--- config.mk ---
export PLATFORM = sky130hd
export DESIGN_NAME = ossc_top
export DESIGN_NICKNAME = d
export VERILOG_FILES = /design/src/ossc_pkg.sv /design/src/ossc_pin_if.sv /design/src/ossc_pin_sync.sv /design/src/ossc_top.sv
export VERILOG_INCLUDE_DIRS = /design/src
export SDC_FILE = /design/constraint.sdc
export NUM_CORES = 1
export LEC_CHECK = 0
export ABC_AREA = 1
export BUFFER_PORTS_ARGS = -buffer_cell sky130_fd_sc_hd__clkbuf_2
export CORE_MARGIN = 1
export CORE_UTILIZATION = 30
export CTS_CLUSTER_SIZE = 14
export DETAILED_ROUTE_END_ITERATION = 8
export SYNTH_ARGS = -nofsm -noshare
export SYNTH_HDL_FRONTEND = slang
export SYNTH_HIERARCHICAL = 1
export SYNTH_SLANG_ARGS = --single-unit
export TNS_END_PERCENT = 100
--- constraint.sdc ---
create_clock -name clock_i -period 1.9 [get_ports clock_i]
set_input_delay 0.19 -clock clock_i [delete_from_list [all_inputs] [get_ports clock_i]]
set_output_delay 0.19 -clock clock_i [all_outputs]
set_load 0.01 [all_outputs]
--- src/ossc_consts.svh ---
`ifndef OSSC_CONSTS_SVH
`define OSSC_CONSTS_SVH

// ****************************************
// widths and reset values
// ****************************************
`define OSSC_NCHAN       8
`define OSSC_MSB         7
`define OSSC_CMD_RST     8'hff
`define OSSC_SR_RST      8'h00
`define OSSC_ZERO8       8'h00
`define OSSC_CNT_W       16
`define OSSC_CNT_ZERO    16'h0000
`define OSSC_CNT_ONE     16'h0001
`define OSSC_SYNC3_RST   3'h4
`define OSSC_SYNC2_RST   2'h2

// ****************************************
// timing
// ****************************************
`define OSSC_CLK_NS       4
`define OSSC_FAULT_DLY_NS 150000

`endif

--- src/ossc_pkg.sv ---
package ossc_pkg;
  typedef logic [7:0]  ossc_chan_t;
  typedef logic [15:0] ossc_cnt_t;
endpackage

--- src/ossc_pin_if.sv ---
`timescale 1ns/1ps
// ****************************************
// synchronised pin events, sampler to core
// ****************************************
interface ossc_pin_if;
  logic cs_high;
  logic cs_rise;
  logic cs_fall;
  logic sclk_rise;
  logic sclk_fall;
  logic si_lvl;
  modport src (output cs_high, cs_rise, cs_fall, sclk_rise, sclk_fall, si_lvl);
  modport dst (input  cs_high, cs_rise, cs_fall, sclk_rise, sclk_fall, si_lvl);
endinterface

--- src/ossc_pin_sync.sv ---
`timescale 1ns/1ps
`include "ossc_consts.svh"

// ****************************************
// two-flop sampling of the serial pins plus edge finding
// ****************************************
module ossc_pin_sync
  import ossc_pkg::*;
(
  input  wire logic  clock_i,
  input  wire logic  reset_n_i,
  input  wire logic  cs_n_i,
  input  wire logic  sclk_i,
  input  wire logic  si_i,
  ossc_pin_if.src    ev
);
  logic [2:0] meta_r, meta_nxt;
  logic [2:0] sync_r, sync_nxt;
  logic [1:0] prev_r, prev_nxt;

  // chip select idles high so its sync flops reset high, no false edge
  always_comb begin
    meta_nxt = {cs_n_i, sclk_i, si_i};
    sync_nxt = meta_r;
    prev_nxt = sync_r[2:1];
  end

  always_ff @(posedge clock_i or negedge reset_n_i) begin
    if (!reset_n_i) begin
      meta_r <= `OSSC_SYNC3_RST;
      sync_r <= `OSSC_SYNC3_RST;
      prev_r <= `OSSC_SYNC2_RST;
    end else begin
      meta_r <= meta_nxt;
      sync_r <= sync_nxt;
      prev_r <= prev_nxt;
    end
  end

  // edges come from the second stage and its delayed copy, never the metastable one
  assign ev.cs_high   = sync_r[2];
  assign ev.cs_rise   = sync_r[2] & ~prev_r[1];
  assign ev.cs_fall   = ~sync_r[2] & prev_r[1];
  assign ev.sclk_rise = sync_r[1] & ~prev_r[0];
  assign ev.sclk_fall = ~sync_r[1] & prev_r[0];
  assign ev.si_lvl    = sync_r[0];
endmodule

--- src/ossc_top.sv ---
`timescale 1ns/1ps
`include "ossc_consts.svh"

// Functional notes
// eight low-side channels, driven by an eight-bit serial command word.
// command bit zero turns a channel on, one turns it off.
// each command transfer returns the drain status of every channel.
// full duplex, one bit in and one bit out per serial clock.
// daisy chains share one chip select; four devices give 32 channels.
// host may instead give each device its own chip select.
// each channel is controlled and faulted independently of the others.
// with latching on, a short on an on channel reports after a delay.
// channel disabled by a fault seen while selection is idle reports disabled.
// select rise latches command to outputs; select fall loads status, enables output.
// sample input on clock fall, shift output on rise; idle select ignores clock.
// words move msb first, channel 7 first, eight bits per word.
// reset clears the shift register and turns all channels off, not serial out.
// received bits leave serial out after own eight; last eight latch.
// status reads one for off and healthy, zero for on and healthy.

module ossc_top
  import ossc_pkg::*;
#(
  parameter int unsigned FAULT_DLY_CYC = `OSSC_FAULT_DLY_NS / `OSSC_CLK_NS
)
(
  input  wire logic        clock_i,
  input  wire logic        reset_n_i,
  input  wire logic        cs_n_i,
  input  wire logic        sclk_i,
  input  wire logic        si_i,
  input  wire logic        short_fault_latch_disable_i,
  input  wire ossc_chan_t  short_i,
  input  wire ossc_chan_t  open_load_i,
  output ossc_chan_t       chan_on_o,
  output logic             so_o,
  output logic             so_oe_o
);
  ossc_pin_if ev ();

  // ****************************************
  // pin sampling
  // ****************************************
  ossc_pin_sync u_sync (
    .clock_i   (clock_i),
    .reset_n_i (reset_n_i),
    .cs_n_i    (cs_n_i),
    .sclk_i    (sclk_i),
    .si_i      (si_i),
    .ev        (ev)
  );

  logic       sfld_meta_r;
  logic       sfld_r;
  ossc_chan_t sr_r, sr_nxt;
  ossc_chan_t cmd_r, cmd_nxt;
  logic       oe_r, oe_nxt;
  logic       so_r, so_nxt;
  ossc_chan_t short_lat_r, short_lat_nxt;
  ossc_chan_t open_lat_r, open_lat_nxt;
  ossc_cnt_t  dly_cnt_r, dly_cnt_nxt;
  logic       dly_run_r, dly_run_nxt;
  ossc_chan_t on_eff;
  ossc_chan_t status;
  logic       latch_en;

  // latch-disable strap is a pin: two flops, nothing reads the first
  always_ff @(posedge clock_i or negedge reset_n_i) begin
    if (!reset_n_i) begin
      sfld_meta_r <= 1'b0;
      sfld_r      <= 1'b0;
    end else begin
      sfld_meta_r <= short_fault_latch_disable_i;
      sfld_r      <= sfld_meta_r;
    end
  end

  // ****************************************
  // channel state and drain status
  // ****************************************
  // each bit uses only its own channel's inputs; no cross-channel terms
  always_comb begin
    latch_en = ~sfld_r;
    on_eff   = ~cmd_r & ~short_lat_r & ~open_lat_r;            // see R2
    // on: drain high only when shorted; off: drain pulled low by open load
    status   = (on_eff & short_i) | (~on_eff & ~open_load_i & ~open_lat_r); // see R15
  end

  assign chan_on_o = on_eff;

  // ****************************************
  // fault latching
  // ****************************************
  // a fresh command clears latches and restarts the report delay, so an
  // in-rush short on a lamp is not caught before the delay runs out
  always_comb begin
    short_lat_nxt = short_lat_r;
    open_lat_nxt  = open_lat_r;
    dly_cnt_nxt   = dly_cnt_r;
    dly_run_nxt   = dly_run_r;
    if (ev.cs_rise) begin
      short_lat_nxt = `OSSC_ZERO8;
      open_lat_nxt  = `OSSC_ZERO8;
      dly_cnt_nxt   = `OSSC_CNT_ZERO;
      dly_run_nxt   = 1'b1;
    end else begin
      if (dly_run_r) begin
        if (dly_cnt_r == `OSSC_CNT_W'(FAULT_DLY_CYC - 1)) begin
          dly_run_nxt = 1'b0;
        end else begin
          dly_cnt_nxt = dly_cnt_r + `OSSC_CNT_ONE;
        end
      end else if (latch_en) begin
        short_lat_nxt = short_lat_r | (short_i & ~cmd_r);
      end
      if (ev.cs_high) begin
        open_lat_nxt = open_lat_r | (open_load_i & ~cmd_r);
      end
    end
  end

  always_ff @(posedge clock_i or negedge reset_n_i) begin
    if (!reset_n_i) begin
      short_lat_r <= `OSSC_ZERO8;
      open_lat_r  <= `OSSC_ZERO8;
      dly_cnt_r   <= `OSSC_CNT_ZERO;
      dly_run_r   <= 1'b0;
    end else begin
      short_lat_r <= short_lat_nxt;
      open_lat_r  <= open_lat_nxt;
      dly_cnt_r   <= dly_cnt_nxt;
      dly_run_r   <= dly_run_nxt;
    end
  end

  // ****************************************
  // shift register and command latch
  // ****************************************
  // sclk events only count while selected; the host keeps sclk low at
  // select edges, so a select edge and a clock edge never coincide
  always_comb begin
    sr_nxt  = sr_r;
    cmd_nxt = cmd_r;
    oe_nxt  = oe_r;
    if (ev.cs_rise) begin
      cmd_nxt = sr_r;                                          // see R10
      oe_nxt  = 1'b0;
    end else if (ev.cs_fall) begin
      sr_nxt = status;                                         // see R3
      oe_nxt = 1'b1;
    end else if (!ev.cs_high && ev.sclk_fall) begin
      sr_nxt = {sr_r[`OSSC_MSB-1:0], ev.si_lvl};               // see R4 see R12
    end
  end

  always_ff @(posedge clock_i or negedge reset_n_i) begin
    if (!reset_n_i) begin
      sr_r  <= `OSSC_SR_RST;
      cmd_r <= `OSSC_CMD_RST;
      oe_r  <= 1'b0;
    end else begin
      sr_r  <= sr_nxt;
      cmd_r <= cmd_nxt;
      oe_r  <= oe_nxt;
    end
  end

  // ****************************************
  // serial output
  // ****************************************
  // reset leaves the serial data flop alone, so it has no reset term
  always_comb begin
    so_nxt = so_r;
    if (ev.cs_fall) begin
      so_nxt = status[`OSSC_MSB];
    end else if (!ev.cs_high && ev.sclk_rise) begin
      so_nxt = sr_r[`OSSC_MSB];                                // see R11
    end
  end

  always_ff @(posedge clock_i) begin
    so_r <= so_nxt;
  end

  // gated low when released so the port never shows an unknown level
  assign so_o    = oe_r & so_r;
  assign so_oe_o = oe_r;
endmodule

==> flow_summary.ini <==
[outcome]
outcome = finished, final reports clean

[logic_synthesis]
synthesis.nets = 406
syn_avg_cell_area_um2 = 7.951
netlist_area_um2 = 3045
synth-seq-area-share_pct = 50.74
synthMuxAreaShare_pct = 0
yosys_warnings = 6
synth-compound-area-share_pct = 12.74
synth-simple-area-share_pct = 24.53
synth_top_cell_by_area = dfrtp_1
ys_async_sr_fraction_pct = 98.36
synth_top_family_by_area = simple AND/OR/NAND/NOR gates
synthXorXnorAreaFrac_pct = 1.726
synth_edf_count = 1
synthTopCellsByCount = nand2_1, inv_1, dfrtp_1
synth.most_common_cell = nand2_1
ys_types = 27
ys.flop_type = dfrtp_1
syn_inst = 383
ys_seq_elements = 61
yosysTopAreaCellShare_pct = 40.26
synth_area_leaders = dfrtp_1, dfstp_2, nand2_1, inv_1, nand3_1
synthAdderAreaFrac_pct = 0.4108

[sta]
final.setup.tns_ns = 0
fmax_mhz = 577.4
slew_headroom_pct = 70.36
rsz0062_at_grt = no
setup_ws_ns = 0.1682
hold_violations = 0
worst_pin_slew_ns = 0.4431
slew_violations = 0
min_period_ns = 1.732
finClkSkew_ns = 0.008108
period_share_pct = 91.15
setup_viol = 0

[power_and_ir_drop]
ir_drop_mv = 0.3955
power.static_leakage_nw = 1.758
powerDensity_nw_per_um2 = 974.5

[placed_design]
io_buffers = 31
gp_congestion = 0.8319
place_area_um2 = 3359
post-place-ws_ns = -0.1294
dp.final_hpwl_um = 4610
dp_cells = 543

[clock_tree]
path_clk_slew_ns = 0.07
htree_levels = 3
clk_latency_ns = 0.34
clock-sinks = 61
cts_root_buf = clkbuf_8
cts_tree = done
clockBufferDepth = 2
numCtsBuffers = 9
cts_setup_buffers = 0

[route]
ant_nets = 0
drc_errors = 0
num_vias = 2555
drtIter0Drc = 64
wl_per_cell_um = 11.52
drt_wl_total_um = 6498
firstDrtPassIters = 4
vias_per_cell = 4.530

[global_routing]
grt_antenna_before_repair = 0
grt_overflow = 0
grt_pass1_wl_um = 11340
grt_max_degree = 61
track_usage_pct = 14.08
grt_pass1_vias = 2530

[worst_setup_path]
worstSetupPathType = register to register
arrival_ns = 1.98
critPathMaxFanout = 9
critPathLaunchType = register
required_ns = 2.15
end_kind = register

[floorplan]
chipHeight_um = 102.8
core_area_um2 = 9819
placementRows = 36
ioPinCount = 32
die_x_um = 102.8
dieArea_um2 = 10560
start_util_pct = 31.01

[finish]
fillCellCount = 1066
instances_no_fill = 564
area_growth_pct = 20.05
fin_nets = 449
layout-drive-gt1-share_pct = 19.03
postLayoutCellArea_um2 = 3656
num_antenna_cells = 0

[hold_path]
hold_class = input port to register

[job]
maxCapViolations = 0
-- report_power, final --
group / internal [mW] / switching (mW) / total (mW) / leakage, nW
Clock: 0.871 / 0.515 / 1.39 / 0.116
Sequential: 1.49 / 0.106 / 1.60 / 0.758
Combinational: 0.226 / 0.353 / 0.579 / 0.884
-- critical path, cell delays in order (launching register included) --
cell,delay [ns]
dfstp_2,0.54
inv_1,0.06
nor2_4,0.20
inv_1,0.14
a21oi_4,0.28
inv_2,0.12
a21oi_1,0.14
nand2_1,0.08
o21ai_0,0.08
-- timing repair --
item / 4_1_cts / 5_1_grt
endpoints found under the hold margin: 53 / 0
setup endpoints to repair: 8 / 6
pin swaps: 0 / 0
gates cloned: 0 / 0
hold buffers: 5 / 0
gates resized for setup: 1 / 1
-- kinds of logic (layout without fill, tap and decap cells) --
logic type / after synthesis / after routing
adders and majority gates: 1 / 1
DFF: 61 / 61
and+or+nand+nor: 174 / 174
AOI/OAI and AO/OA: 69 / 69
xor gates and xnor gates: 6 / 6
buffers and inverters: 72 / 120
-- path summary, 6_finish.rpt --
path / startpoint / to / slack (ns) / cells past startpoint
min in group asynchronous: reset_n_i / u_sync/sync_r[1] / 0.39 / 3
max reg2reg: u_sync/prev_r[1] / sr_r[4] / 0.17 / 8
min reg2reg: u_sync/meta_r[0] / u_sync/sync_r[0] / 0.34 / 0
max: u_sync/prev_r[1] / sr_r[4] / 0.17 / 8
min: open_load_i[5] / open_lat_r[5] / 0.11 / 3
max in group asynchronous: reset_n_i / cmd_r[0] / 1.18 / 3
-- sequential cells by signal (all words and copies together), names as in the netlist --
name and flops:
so_r 1, u_sync/prev_r 2, sfld_meta_r 1, cmd_r 8, dly_cnt_r 16, so_oe_o 1, open_lat_r 8, u_sync/meta_r 3
sfld_r 1, u_sync/sync_r 3, dly_run_r 1, short_lat_r 8, sr_r 8
-- cell usage in the layout (no fill, tap or decap), types with 4 or more instances in the layout --
cell type	synthesis	layout
dfrtp_1	49	49
buf_4	1	5
xor2_1	6	6
nor2_1	41	39
inv_1	60	60
nand2_1	75	75
o21ai_1	4	4
dlygate4sd3_1	0	5
o21ai_2	6	6
dfstp_2	11	11
nand4_1	5	5
nand3_1	45	45
clkbuf_8	0	9
o21ai_0	30	30
clkbuf_2	0	31
a21oi_1	23	23
-- final cells by class --
type,count,area [um^2],area share [%]
Clock buffer,10,127.6,3.491
Tap cell,133,166.4,4.552
Multi-Input combinational cell,250,1210,33.09
Sequential cell,61,1545,42.27
Timing Repair Buffer,42,262.8,7.187
Inverter,62,232.7,6.365
Clock inverter,6,111.4,3.046
-- routing by layer --
| metal | vias up | wire length, um | global-route usage, % |
|---|---|---|---|
| li1 | 1313 | - | - |
| met1 | 1194 | 3039 | 16.49 |
| met2 | 41 | 3121 | 24.56 |
| met3 | 7 | 272 | 4.746 |
| met4 | 0 | 63 | 3.900 |
| met5 | - | 0 | 0 |
-- stage by stage --
stage	total power [mW]	hold WS [ns]	utilization [%]
after floorplan	1.984	-0.1056	-
after global placement	2.180	0.2286	34.21
after global routing	3.792	0.07881	37.23
after detailed placement	2.199	0.2325	34.21
after CTS	3.618	0.09086	37.18
final	3.563	0.1069	37.23
(Power assumes the default switching activity.)
